**src/rsq_pkg.sv**
```systemverilog
package rsq_pkg;

  // Register bus geometry.
  localparam int ADDR_W = 16;
  localparam int DATA_W = 8;

  // Register addresses and the watchdog service address.
  localparam logic [15:0] ADDR_CFG_TWO     = 16'h001E;
  localparam logic [15:0] ADDR_CFG_ONE     = 16'h001F;
  localparam logic [15:0] ADDR_CAUSE       = 16'hFE00;
  localparam logic [15:0] ADDR_BRK_AUX     = 16'hFE02;
  localparam logic [15:0] ADDR_WDOG_SERVICE = 16'hFFFF;

  // Field positions.
  localparam int CFG2_PINEN_BIT  = 0;
  localparam int CFG1_STOPEN_BIT = 0;
  localparam int CFG1_QREC_BIT   = 1;
  localparam int BRK_WDDIS_BIT   = 0;
  localparam int CAUSE_POR_BIT   = 7;
  localparam int CAUSE_PIN_BIT   = 6;
  localparam int CAUSE_WDOG_BIT  = 5;
  localparam int CAUSE_BADOP_BIT = 4;
  localparam int CAUSE_BADAD_BIT = 3;
  localparam int CAUSE_LOWV_BIT  = 1;

  // Reset values.
  localparam logic [7:0] CFG_ONE_RESET = 8'h00;
  localparam logic [7:0] CFG_TWO_RESET = 8'h00;
  localparam logic [7:0] BRK_AUX_RESET = 8'h00;

  // Timing counts in quad clock cycles.
  localparam int SYS_CNT_W        = 12;
  localparam int POR_WAIT_CYCLES  = 4096;
  localparam int PIN_DRIVE_CYCLES = 32;
  localparam int RST_HOLD_CYCLES  = 32;
  localparam int TAIL_CYCLES      = 3;
  localparam int STOP_SHORT_CYCLES = 32;
  localparam int STOP_LONG_CYCLES = 4096;
  localparam int SEQ_CNT_W        = 7;
  localparam int QUAD_DIV         = 4;
  localparam int SVC_CLR_LO       = 4;   // Lowest counter bit that a service write clears.

  // Reset cause flags.
  typedef struct packed {
    logic por;
    logic pin;
    logic wdog;
    logic bad_op;
    logic bad_adr;
    logic lowv;
  } rsq_cause_t;

  localparam rsq_cause_t CAUSE_RESET = '{por: 1'b1, default: 1'b0};

  // Events reported by the processor core.
  typedef struct packed {
    logic illegal_op;
    logic stop_exec;
    logic opcode_fetch;
    logic unmapped;
  } rsq_cpu_evt_t;

  // Register bus request.
  typedef struct packed {
    logic [15:0] addr;
    logic [7:0]  wdata;
    logic        wr;
    logic        rd;
  } rsq_bus_req_t;

  // Sequencer states.
  typedef enum logic [3:0] {
    ST_LOWV_HOLD,
    ST_POR_WAIT,
    ST_PIN_LOW,
    ST_RST_HOLD,
    ST_TAIL,
    ST_RUN,
    ST_STOP,
    ST_STOP_REC,
    ST_EXT_HOLD
  } rsq_state_t;

endpackage : rsq_pkg

```
**src/rsq_reset_sequencer.sv**
```systemverilog
`timescale 1ns/1ps
module rsq_reset_sequencer
  import rsq_pkg::*;
#(
  parameter int WD_BITS         = 6,   // Watchdog counter width.
  parameter int PIN_MIN_LOW_CYC = 4    // Minimum external low time in cycles.
) (
  input  wire logic         mclk,               // Quad bus clock, 10 MHz.
  input  wire logic         resetn,             // Asynchronous reset, active low.
  input  wire rsq_bus_req_t bus,                // Register bus request.
  output logic [7:0]        rdata,              // Read data, cycle after read strobe.
  input  wire logic         power_on_pulse,     // Power-on pulse.
  input  wire logic         low_voltage_detect, // Supply below trip level.
  input  wire rsq_cpu_evt_t cpu_evt,            // Processor event flags.
  input  wire logic         wake_event,         // Interrupt or break ending stop.
  input  wire logic         break_active,       // Break interrupt in progress.
  input  wire logic         monitor_mode,       // Monitor mode active.
  input  wire logic         rst_pin_in,         // Reset pin level.
  output logic              rst_pin_out,        // Reset pin drive value.
  output logic              rst_pin_oe,         // Reset pin drive enable.
  output logic              internal_reset,     // Internal reset, active high.
  output logic              osc_enable,         // Oscillator enable.
  output logic              cpu_clk_run,        // Processor and module clocks run.
  output logic              bus_clk_en          // One-cycle bus clock enable.
);

  // Refuse watchdog and pin filter sizes the counters cannot hold.
  if (WD_BITS < 2 || WD_BITS > 16) begin : g_bad_wd
    $error("rsq_reset_sequencer: WD_BITS must lie in 2..16");
  end
  if (PIN_MIN_LOW_CYC < 1 || PIN_MIN_LOW_CYC > 255) begin : g_bad_pin
    $error("rsq_reset_sequencer: PIN_MIN_LOW_CYC must lie in 1..255");
  end

  localparam logic [SEQ_CNT_W-1:0] PIN_LAST  = SEQ_CNT_W'(PIN_DRIVE_CYCLES - 1);
  localparam logic [SEQ_CNT_W-1:0] HOLD_LAST = SEQ_CNT_W'(RST_HOLD_CYCLES - 1);
  localparam logic [SEQ_CNT_W-1:0] TAIL_LAST = SEQ_CNT_W'(TAIL_CYCLES - 1);
  localparam logic [SYS_CNT_W-1:0] POR_LAST  = SYS_CNT_W'(POR_WAIT_CYCLES - 1);
  localparam logic [SYS_CNT_W-1:0] SREC_SHORT = SYS_CNT_W'(STOP_SHORT_CYCLES - 1);
  localparam logic [SYS_CNT_W-1:0] SREC_LONG = SYS_CNT_W'(STOP_LONG_CYCLES - 1);
  localparam logic [7:0]           PIN_MIN   = 8'(PIN_MIN_LOW_CYC);
  localparam logic [1:0]           DIV_LAST  = 2'(QUAD_DIV - 1);

  // Packs cause flags into the status byte; unused bits read as zero.
  function automatic logic [7:0] cause_byte(input rsq_cause_t c);
    logic [7:0] b;
    b = 8'h00;
    b[CAUSE_POR_BIT]  = c.por;
    b[CAUSE_PIN_BIT]  = c.pin;
    b[CAUSE_WDOG_BIT] = c.wdog;
    b[CAUSE_BADOP_BIT] = c.bad_op;
    b[CAUSE_BADAD_BIT] = c.bad_adr;
    b[CAUSE_LOWV_BIT]  = c.lowv;
    return b;
  endfunction : cause_byte

  // True for states in which internal reset is asserted.
  function automatic logic in_reset(input rsq_state_t s);
    return (s == ST_LOWV_HOLD) || (s == ST_POR_WAIT) || (s == ST_PIN_LOW) ||
           (s == ST_RST_HOLD) || (s == ST_EXT_HOLD);
  endfunction : in_reset

  // Register file state.
  logic [7:0]   cfg_one;
  logic [7:0]   cfg_two;
  logic [7:0]   brk_aux;
  rsq_cause_t   cause;
  logic [7:0]   next_cfg_one;
  logic [7:0]   next_cfg_two;
  logic [7:0]   next_brk_aux;
  rsq_cause_t   next_cause;
  logic [7:0]   next_rdata;

  // Sequencer state.
  rsq_state_t            state;
  rsq_state_t            next_state;
  logic [SEQ_CNT_W-1:0]  seq_cnt;
  logic [SEQ_CNT_W-1:0]  next_seq_cnt;
  logic                  from_lowv;
  logic                  next_from_lowv;
  logic [7:0]            pin_low_cnt;
  logic [7:0]            next_pin_low_cnt;
  logic                  sys_clr;
  logic                  next_sys_clr;
  logic [1:0]            div;
  logic [1:0]            next_div;
  logic                  next_rst_pin_oe;
  logic                  next_internal_reset;
  logic                  next_osc_enable;
  logic                  next_cpu_clk_run;
  logic                  next_bus_clk_en;

  // System counter, falling edge domain of the same clock.
  logic [SYS_CNT_W-1:0]  sys_cnt;
  logic [SYS_CNT_W-1:0]  next_sys_cnt;
  logic                  wd_tog;
  logic                  next_wd_tog;
  logic                  sys_hold;

  // Watchdog state.
  logic [WD_BITS-1:0]    wd_cnt;
  logic [WD_BITS-1:0]    next_wd_cnt;
  logic                  wd_tog_seen;
  logic                  wd_req;
  logic                  next_wd_req;
  logic                  wd_sync1;
  logic                  wd_sync2;

  // Decoded strobes and conditions used by several processes.
  logic svc;
  logic pin_fn;
  logic quick_rec;
  logic wd_run;
  logic ext_low;

  // Register and pin decodes.
  always_comb begin
    svc     = bus.wr && (bus.addr == ADDR_WDOG_SERVICE);
    pin_fn    = cfg_two[CFG2_PINEN_BIT];
    quick_rec = cfg_one[CFG1_QREC_BIT];
    wd_run  = (state == ST_RUN) &&
              !(break_active && monitor_mode && brk_aux[BRK_WDDIS_BIT]);
    ext_low = pin_fn && !rst_pin_in && !rst_pin_oe;
    sys_hold = (state == ST_STOP);
  end

  // System counter next value. A service write clears only the upper stages, so
  // the prescaler keeps its low phase and the watchdog period stays bounded.
  always_comb begin
    next_sys_cnt = sys_cnt + 1'b1;
    next_wd_tog  = wd_tog;
    if (sys_clr) begin
      next_sys_cnt = '0;
    end else if (sys_hold) begin
      next_sys_cnt = sys_cnt;
    end else if (svc) begin
      next_sys_cnt = {{(SYS_CNT_W-SVC_CLR_LO){1'b0}}, sys_cnt[SVC_CLR_LO-1:0]};
    end else if (&sys_cnt) begin
      next_wd_tog = !wd_tog;
    end
  end

  // The counter moves on the falling edge; external reset never touches it.
  always_ff @(negedge mclk or negedge resetn) begin
    if (!resetn) begin
      sys_cnt <= '0;
      wd_tog  <= 1'b0;
    end else begin
      sys_cnt <= next_sys_cnt;
      wd_tog  <= next_wd_tog;
    end
  end

  // Watchdog counter: advanced by the thirteenth stage, cleared by service.
  always_comb begin
    next_wd_cnt = wd_cnt;
    next_wd_req = wd_req;
    if (internal_reset) begin
      next_wd_cnt = '0;
      next_wd_req = 1'b0;
    end else if (svc) begin
      next_wd_cnt = '0;
    end else if (wd_run && (wd_tog != wd_tog_seen)) begin
      next_wd_cnt = wd_cnt + 1'b1;
      if (&wd_cnt) begin
        next_wd_req = 1'b1;
      end
    end
  end

  // Watchdog registers and the two-stage crossing of its reset request.
  always_ff @(posedge mclk or negedge resetn) begin
    if (!resetn) begin
      wd_cnt      <= '0;
      wd_tog_seen <= 1'b0;
      wd_req      <= 1'b0;
      wd_sync1    <= 1'b0;
      wd_sync2    <= 1'b0;
    end else begin
      wd_cnt      <= next_wd_cnt;
      wd_tog_seen <= wd_tog;
      wd_req      <= next_wd_req;
      wd_sync1    <= wd_req;
      wd_sync2    <= wd_sync1;
    end
  end

  // Reset sequencer. Priority: low voltage, power-on, watchdog, illegal opcode,
  // illegal address, then the external pin.
  always_comb begin
    next_state       = state;
    next_seq_cnt     = seq_cnt + 1'b1;
    next_from_lowv   = from_lowv;
    next_sys_clr     = 1'b0;
    next_cause       = '0;    // Only the flags that hardware sets in this cycle.
    next_pin_low_cnt = ext_low ? ((pin_low_cnt == PIN_MIN) ? PIN_MIN : pin_low_cnt + 1'b1)
                               : 8'h00;
    case (state)
      ST_LOWV_HOLD: begin
        next_seq_cnt = '0;
        next_sys_clr = 1'b1;
        if (!low_voltage_detect) begin
          next_state = ST_POR_WAIT;
        end
      end
      ST_POR_WAIT: begin
        next_seq_cnt = '0;
        if (sys_cnt == POR_LAST) begin
          next_state = ST_PIN_LOW;
        end
      end
      ST_PIN_LOW: begin
        if (seq_cnt == PIN_LAST) begin
          next_state   = ST_RST_HOLD;
          next_seq_cnt = '0;
        end
      end
      ST_RST_HOLD: begin
        if (seq_cnt == HOLD_LAST) begin
          next_state   = ST_TAIL;
          next_seq_cnt = '0;
        end
      end
      ST_TAIL: begin
        if (seq_cnt == TAIL_LAST) begin
          next_state    = ST_RUN;
          next_seq_cnt  = '0;
          next_from_lowv = 1'b0;
        end
      end
      ST_EXT_HOLD: begin
        next_seq_cnt = '0;
        if (rst_pin_in) begin
          next_state = ST_RST_HOLD;
        end
      end
      ST_STOP: begin
        next_seq_cnt = '0;
        if (wake_event) begin
          next_state = ST_STOP_REC;
        end
      end
      ST_STOP_REC: begin
        next_seq_cnt = '0;
        if (sys_cnt == (quick_rec ? SREC_SHORT : SREC_LONG)) begin
          next_state = ST_RUN;
        end
      end
      ST_RUN: begin
        next_seq_cnt = '0;
        if (cpu_evt.stop_exec && cfg_one[CFG1_STOPEN_BIT]) begin
          next_state   = ST_STOP;
          next_sys_clr = 1'b1;
        end
      end
      default: begin
        next_state   = ST_POR_WAIT;
        next_seq_cnt = '0;
      end
    endcase

    // Causes that are only meaningful while the processor runs or sleeps.
    if ((state == ST_RUN) || (state == ST_STOP) || (state == ST_STOP_REC)) begin
      if ((state == ST_RUN) && wd_sync2) begin
        next_cause.wdog = 1'b1;
        next_state      = ST_PIN_LOW;
        next_seq_cnt    = '0;
        next_sys_clr    = 1'b1;
      end else if ((state == ST_RUN) && (cpu_evt.illegal_op ||
                   (cpu_evt.stop_exec && !cfg_one[CFG1_STOPEN_BIT]))) begin
        next_cause.bad_op = 1'b1;
        next_state      = ST_PIN_LOW;
        next_seq_cnt    = '0;
        next_sys_clr    = 1'b1;
      end else if ((state == ST_RUN) && cpu_evt.opcode_fetch && cpu_evt.unmapped) begin
        next_cause.bad_adr = 1'b1;
        next_state      = ST_PIN_LOW;
        next_seq_cnt    = '0;
        next_sys_clr    = 1'b1;
      end else if (ext_low && (pin_low_cnt == PIN_MIN)) begin
        next_cause.pin  = 1'b1;
        next_state      = ST_EXT_HOLD;
      end
    end

    // Supply events override everything and restart the long sequence.
    if (low_voltage_detect) begin
      next_cause.lowv = 1'b1;
      next_state     = ST_LOWV_HOLD;
      next_from_lowv = 1'b1;
      next_seq_cnt   = '0;
      next_sys_clr   = 1'b1;
    end else if (power_on_pulse) begin
      next_cause.por = 1'b1;
      next_state     = ST_POR_WAIT;
      next_from_lowv = 1'b0;
      next_seq_cnt   = '0;
      next_sys_clr   = 1'b1;
    end

    // Pin drive is low-only; the pull-up gives the high level.
    next_rst_pin_oe     = next_cfg_two[CFG2_PINEN_BIT] && !low_voltage_detect &&
                          !power_on_pulse && ((next_state == ST_PIN_LOW) ||
                          ((next_state == ST_POR_WAIT) && next_from_lowv));
    next_internal_reset = in_reset(next_state);
    next_osc_enable     = (next_state != ST_STOP);
    next_cpu_clk_run    = !((next_state == ST_LOWV_HOLD) || (next_state == ST_POR_WAIT) ||
                            (next_state == ST_STOP) || (next_state == ST_STOP_REC));
    next_div            = next_cpu_clk_run ? div + 1'b1 : 2'b00;
    next_bus_clk_en     = next_cpu_clk_run && (div == DIV_LAST);
  end

  // Sequencer registers; reset enters the power-on wait.
  always_ff @(posedge mclk or negedge resetn) begin
    if (!resetn) begin
      state          <= ST_POR_WAIT;
      seq_cnt        <= '0;
      from_lowv      <= 1'b0;
      pin_low_cnt    <= 8'h00;
      sys_clr        <= 1'b1;
      div            <= 2'b00;
      rst_pin_oe     <= 1'b0;
      internal_reset <= 1'b1;
      osc_enable     <= 1'b1;
      cpu_clk_run    <= 1'b0;
      bus_clk_en     <= 1'b0;
    end else begin
      state          <= next_state;
      seq_cnt        <= next_seq_cnt;
      from_lowv      <= next_from_lowv;
      pin_low_cnt    <= next_pin_low_cnt;
      sys_clr        <= next_sys_clr;
      div            <= next_div;
      rst_pin_oe     <= next_rst_pin_oe;
      internal_reset <= next_internal_reset;
      osc_enable     <= next_osc_enable;
      cpu_clk_run    <= next_cpu_clk_run;
      bus_clk_en     <= next_bus_clk_en;
    end
  end

  // The pin is never driven high.
  always_ff @(posedge mclk or negedge resetn) begin
    if (!resetn) begin
      rst_pin_out <= 1'b0;
    end else begin
      rst_pin_out <= 1'b0;
    end
  end

  // Register writes and reads. Cause flags clear by writing ones; a hardware
  // set in the same cycle wins because it is applied last.
  always_comb begin
    next_cfg_one = cfg_one;
    next_cfg_two = cfg_two;
    next_brk_aux = brk_aux;
    next_rdata   = 8'h00;
    if (bus.wr) begin
      case (bus.addr)
        ADDR_CFG_ONE: next_cfg_one = bus.wdata;
        ADDR_CFG_TWO: next_cfg_two = bus.wdata;
        ADDR_BRK_AUX: next_brk_aux = bus.wdata;
        default: begin
        end
      endcase
    end
    if (bus.rd) begin
      case (bus.addr)
        ADDR_CFG_ONE: next_rdata = cfg_one;
        ADDR_CFG_TWO: next_rdata = cfg_two;
        ADDR_BRK_AUX: next_rdata = brk_aux;
        ADDR_CAUSE:   next_rdata = cause_byte(cause);
        default:      next_rdata = 8'h00;
      endcase
    end
  end

  // Cause clear mask from software, merged with hardware sets.
  rsq_cause_t clr_mask;
  always_comb begin
    clr_mask = '0;
    if (bus.wr && (bus.addr == ADDR_CAUSE)) begin
      clr_mask.por  = bus.wdata[CAUSE_POR_BIT];
      clr_mask.pin  = bus.wdata[CAUSE_PIN_BIT];
      clr_mask.wdog = bus.wdata[CAUSE_WDOG_BIT];
      clr_mask.bad_op  = bus.wdata[CAUSE_BADOP_BIT];
      clr_mask.bad_adr = bus.wdata[CAUSE_BADAD_BIT];
      clr_mask.lowv    = bus.wdata[CAUSE_LOWV_BIT];
    end
  end

  // cfg_one and cfg_two survive the short resets and only a power event restores them; brk_aux clears on any internal reset.
  always_ff @(posedge mclk or negedge resetn) begin
    if (!resetn) begin
      cfg_one <= CFG_ONE_RESET;
      cfg_two <= CFG_TWO_RESET;
      brk_aux <= BRK_AUX_RESET;
      cause   <= CAUSE_RESET;
      rdata   <= 8'h00;
    end else begin
      cfg_one <= (power_on_pulse || low_voltage_detect) ? CFG_ONE_RESET : next_cfg_one;
      cfg_two <= (power_on_pulse || low_voltage_detect) ? CFG_TWO_RESET : next_cfg_two;
      brk_aux <= internal_reset ? BRK_AUX_RESET : next_brk_aux;
      cause   <= (cause & ~clr_mask) | next_cause;
      rdata   <= next_rdata;
    end
  end

endmodule : rsq_reset_sequencer

```
**config.mk**
```make
export PLATFORM = sky130hd
export DESIGN_NAME = rsq_reset_sequencer
export DESIGN_NICKNAME = d
export VERILOG_FILES = /design/src/rsq_pkg.sv /design/src/rsq_reset_sequencer.sv
export SDC_FILE = /design/constraint.sdc
export NUM_CORES = 1
export LEC_CHECK = 0
export BUFFER_PORTS_ARGS = -buffer_cell sky130_fd_sc_hd__buf_2
export CAP_MARGIN = 20
export CORE_MARGIN = 4
export CORE_UTILIZATION = 50
export CTS_CLUSTER_SIZE = 20
export DETAILED_ROUTE_END_ITERATION = 6
export GPL_TIMING_DRIVEN = 0
export PLACE_DENSITY = 0.72
export SKIP_LAST_GASP = 1
export SLEW_MARGIN = 20
export SYNTH_ARGS = -nofsm -noshare
export SYNTH_HDL_FRONTEND = slang
export SYNTH_SLANG_ARGS = --single-unit
export TNS_END_PERCENT = 50
```
**constraint.sdc**
```tcl
create_clock -name mclk -period 6.2 [get_ports mclk]
set_input_delay 0.31 -clock mclk [delete_from_list [all_inputs] [get_ports mclk]]
set_output_delay 0.31 -clock mclk [all_outputs]
set_load 0.03 [all_outputs]
```
==> metrics, run 1 <==
Critical Path Sink Type register; Cell Pwr Density 211 nW/um^2; Synth cell types 68; first-pass GRT wire length 18.1 mm; GP Congestion 0.893; die span in x 104 um; Post-synth EDFFs 0; Setup-failing EPs final 0; TritonCTS clock tree built; largest net degree at the start of global routing 51; Crit Path Category register to register; Starting DRT DRC Count 203; Leak 2.28 nW; Peak VDD IR 0.130 mV; Setup Buffers After CTS 0; clock skew 0.0238 ns; final hold vios 0; Root Buffer clkbuf_8; initial antenna violation count 0; asr flop ratio synth 100%; clk slew on worst S/H paths 0.09 ns; buffer depth of the longest clock path 2; Num CTS Buffers 9; Nets 567; H-Tree Depth 3; antenna cells 0; global route total overflow 0; Layout Cells excl Fill 635; DRT Wirelength 10.8 mm; worst hold path class input port to register; worst-path maximum fanout 4; num rows 34; sequential area share after synthesis 48.8%; max-slew violation count 0; run status completed; crit start category register; Synth Cell Area 4570 sq um; Core Region 8810 sq um; IO Port Bufs 49; share of cells above drive strength 1 17.1%; Req. time, crit path 6.44 ns; Initial Utilization 51.9%; die area 10,700 sq um; yosys warns 0; Avg Cell Area, Syn 9.94 sq um; Syn Nets 505; WL/cell 16.9 um; die height 104 um; leading cell type in the layout, fill and taps excluded dfrtp_1; max cap viols 0; via/cell ratio 5.83; RSZ-0062 raised after global routing false; Setup TNS 0 ns; Pre-Repair DR Iteration Count 5; most frequent cells in the layout dfrtp_1, nor2_1, buf_2; worst hold path stage count 2; #FFs+latches synth 89; vias in the first global route 3,647; Main synth FF type dfrtp_1; Clock Latency Late Sink 0.36 ns; area grow syn2layout 14.1%; DP HPWL 7.76 mm; worst path arrival time 5.76 ns; Slew HR 50.1%; antenna-violating nets left 0; GRT Overall Usage 20.4%; Post-Place Cells 618; Worst-Margin Slew 0.746 ns; CTS sink cnt 89; routed via count 3,703; worst reg2reg path depth 7; Gate Count Post-Synth 460; number of remaining DRC errors 0; I/O pins 52
[Yosys cell counts (4+ instances only)]
master	count	area (sq um)
buf_2	4	20.0
dfstp_2	5	131
a21o_1	4	30.0
o21ai_0	18	90.1
and2_1	8	50.1
xor2_1	15	131
nor3_1	11	55.1
nand2_1	34	128
mux2i_1	33	330
inv_1	12	45.0
nor2_1	60	225
ha_1	7	87.6
a21oi_1	17	85.1
and3_1	8	50.1
xnor2_1	8	70.1
nand2b_1	9	56.3
o31ai_1	4	30.0
nand4_1	12	75.1
dfrtp_1	71	1780
dfrtn_1	13	325
nand3_1	18	90.1
and4_1	4	35.0
o22ai_1	7	43.8
clkbuf_1	7	26.3
[worst paths after layout]
check                                         from  slack, ns          to
worst max-delay path                    sys_cnt[0]       0.68  rst_pin_oe
worst min-delay path            low_voltage_detect       0.20    state[0]
worst max register to register          sys_cnt[0]       0.68  rst_pin_oe
worst min register to register            wd_sync1       0.37    wd_sync2
max in group asynchronous                   resetn       2.07      wd_tog
min in group asynchronous                   resetn       0.47    rdata[0]
[cell type report]
| cell class | instances | area, sq um |
|---|---|---|
| repair buffers | 51 | 285 |
| clock inverters | 7 | 101 |
| well taps | 108 | 135 |
| multi-input cells | 344 | 2220 |
| clock buffers | 9 | 124 |
| flip-flops and latches | 89 | 2230 |
| fillers | 751 | 3590 |
| plain buffers | 15 | 72.6 |
| inverters | 12 | 45.0 |
[layer usage]
| layer | vias up | GRT usage (%) | part of all wire, % |
|---|---|---|---|
| met3 | 14 | 4.73 | 5.7 |
| met5 | - | 0 | 0 |
| met1 | 1803 | 28.6 | 46 |
| met4 | 0 | 7.12 | 1.5 |
| li1 | 1775 | - | - |
| met2 | 111 | 31.4 | 47 |
[metrics by stage]
step	hold WS, ns	util [%]	power (W)	worst slack (ns)	instance area [sq um]
3_3_place_gp	0.337	56.3	0.000659	0.711	4950
4_1_cts	0.194	59.3	0.00111	0.705	5220
2_1_floorplan	0.0144	-	0.000623	1.08	4570
6_report	0.203	59.3	0.00110	0.681	5220
3_5_place_dp	0.334	56.6	0.000662	0.709	4980
5_1_grt	0.201	59.3	0.00114	0.480	5220
[critical path, stage by stage (launching register included)]
cell and delay [ns]:
dfrtn_1 0.48, ha_1 0.21, nand4_1 0.21, nor3_1 0.45, a21boi_0 0.21, o31ai_1 0.49
nand3_1 0.14, o31ai_1 0.13
[logic make-up after synthesis]
family / share of synthesized area [%]
simple gates: 22.7
flops: 48.8
compound gates: 12.3
mux: 7.22
buf+inv: 2.57
xor+xnor: 4.41
fa+ha+maj: 1.92
other cells: 0.0820
[timing repair]
| action | CTS | global route |
|---|---|---|
| hold buffers | 1 | 0 |
| resized for setup | 0 | 0 |
| hold endpoints to repair | 29 | 0 |
[registers in the layout, indices dropped and copies added, names as in the netlist, 7 cells and up]
signal	cells
seq_cnt	7
cfg_one	8
sys_cnt	12
cfg_two	8
brk_aux	8
pin_low_cnt	8
rdata	8
[report_power, final]
part,leakage [nW],total (W),switching [W],internal [W]
Combinational,0.949,0.0000661,0.0000431,0.0000230
Sequential,1.21,0.000586,0.00000213,0.000584
Clock,0.112,0.000449,0.000218,0.000231
No activity file was read; power rests on OpenSTA's default activity.
==> run 2: changes to the inputs <==
==> constraint.sdc (replaced) <==
create_clock -name mclk -period 6.2 [get_ports mclk]
set_input_delay 1.24 -clock mclk [delete_from_list [all_inputs] [get_ports mclk]]
set_output_delay 1.24 -clock mclk [all_outputs]
set_load 0.03 [all_outputs]
==> run 2 against run 1 <==
Against the previous run:
- critical path depth is 1 higher
- clock skew hardly changed
- design area hardly changed
- critical endpoint is now sys_cnt[8]
- setup slack got worse by 0.29 ns
==> metrics, run 2 (synthesis results as in run 1) <==
max-slew violation count 0; RSZ-0062 raised after global routing false; buffer depth of the longest clock path 2; Initial Utilization 51.9%; Internal Power 0.000838 W; worst path arrival time 2.90 ns; worst-path maximum fanout 10; I/O pins 52; number of remaining DRC errors 0; area grow syn2layout 14.1%; WL/cell 17.0 um; Crit Path Category input port to register; Top Metal Used met4; switching pwr 0.000263 W; via/cell ratio 5.85; max reg flops 12; Starting DRT DRC Count 201; CTS sink cnt 89; DP HPWL 7.76 mm; die area 10,700 sq um; worst reg2reg path depth 7; Core Region 8810 sq um; clk slew on worst S/H paths 0.09 ns; CP peak stage delay 0.44 ns; FF/Latch Area 2230 sq um; most frequent cells in the layout dfrtp_1, nor2_1, buf_2; GP Congestion 0.893; # hold bufs at CTS 0; share of cells above drive strength 1 17.3%; Root Buffer clkbuf_8; Critical Path Sink Type register; Nets 567; H-Tree Depth 3; worst hold path class register to register; worst hold path stage count 0; DRT Wirelength 10.8 mm; die height 104 um; Slew HR 49.6%; global route total overflow 0; max cap viols 0; antenna-violating nets left 0; crit start category input port; largest net degree at the start of global routing 51; crit path max-delay cell type or3_1; clock skew 0.0238 ns; leading cell type in the layout, fill and taps excluded dfrtp_1; met2 wire length 5.03 mm; Cell Pwr Density 211 nW/um^2; Peak VDD IR 0.129 mV; num rows 34; routed via count 3,717; antenna cells 0; Leak 2.28 nW; first-pass GRT wire length 18.1 mm; initial antenna violation count 0; Setup-failing EPs final 0; Pre-Repair DR Iteration Count 5; Routed met3 length 622 um; met1 wire length 4.97 mm; Setup WS pre-CTS -0.207 ns; Setup TNS 0 ns; IO Port Bufs 49; die span in x 104 um; Clock Latency Late Sink 0.36 ns; final hold vios 0; combinational fraction of design power 6.0%; run status completed; final worst setup slack 0.391 ns; GRT Overall Usage 20.4%; vias in the first global route 3,644; TritonCTS clock tree built; area of the multi-input gates 2220 sq um; Worst-Margin Slew 0.753 ns; FILL cells 751; clock share of power 40.8%; critical-path cell list buf_4, nand2_1, or3_1, o211ai_1, buf_2, nor2_1, o21ai_0, o41ai_1; switching portion of total power 23.9%; sequential share of power 53.2%; Largest Register sys_cnt; Num CTS Buffers 9; Req. time, crit path 3.29 ns
[run 2: cell type report]
class / instances / area share [%]
Sequential cell: 89 / 42.8
Inverter: 12 / 0.864
Tap cell: 108 / 2.59
Buffer: 15 / 1.39
Clock inverter: 7 / 1.94
Clock buffer: 9 / 2.37
Multi-Input combinational cell: 344 / 42.6
Timing Repair Buffer: 51 / 5.42
[run 2: final timing paths]
path,startpoint,to,slack [ns]
max reg2reg,sys_cnt[0],rst_pin_oe,0.64
min in group asynchronous,resetn,rdata[0],0.86
min,wd_sync1,wd_sync2,0.36
max,bus[10],sys_cnt[8],0.39
min reg2reg,wd_sync1,wd_sync2,0.36
max in group asynchronous,resetn,wd_tog,1.67
[run 2: stage by stage]
stage	area, sq um	cells	power (W)	utilization [%]	hold WS [ns]
after floorplan	4570	460	0.000623	-	0.331
after global placement	4950	617	0.000659	56.3	0.337
after detailed placement	4980	618	0.000662	56.6	0.340
after CTS	5210	634	0.00111	59.2	0.355
after global routing	5220	635	0.00114	59.2	0.361
final	5220	635	0.00110	59.2	0.364
[run 2: timing repair]
action                                  4_1_cts  5_1_grt
resized for setup                             0        0
buffers inserted                              0        1
endpoints found under the setup margin        0        2
endpoints found under the hold margin         0        0
[run 2: layer usage]
layer / GRT usage [%] / vias to the layer above
li1: - / 1774
met1: 28.5 / 1804
met2: 31.4 / 125
met3: 4.73 / 14
met4: 7.12 / 0
met5: 0 / -
[run 2: worst max-delay path: cells and delay by family]
kind / cells / cell delay (ns)
buf+inv: 2 / 0.45
simple gates: 3 / 0.74
compound gates: 3 / 0.47
[run 2: power groups by stage]
stage	clock (W)	combinational (W)	sequential, W
floorplan	0	0.0000264	0.000597
global route	0.000481	0.0000739	0.000586
global placement	0	0.0000621	0.000597
detailed placement	0	0.0000654	0.000597
CTS	0.000457	0.0000658	0.000586
finish	0.000449	0.0000660	0.000586
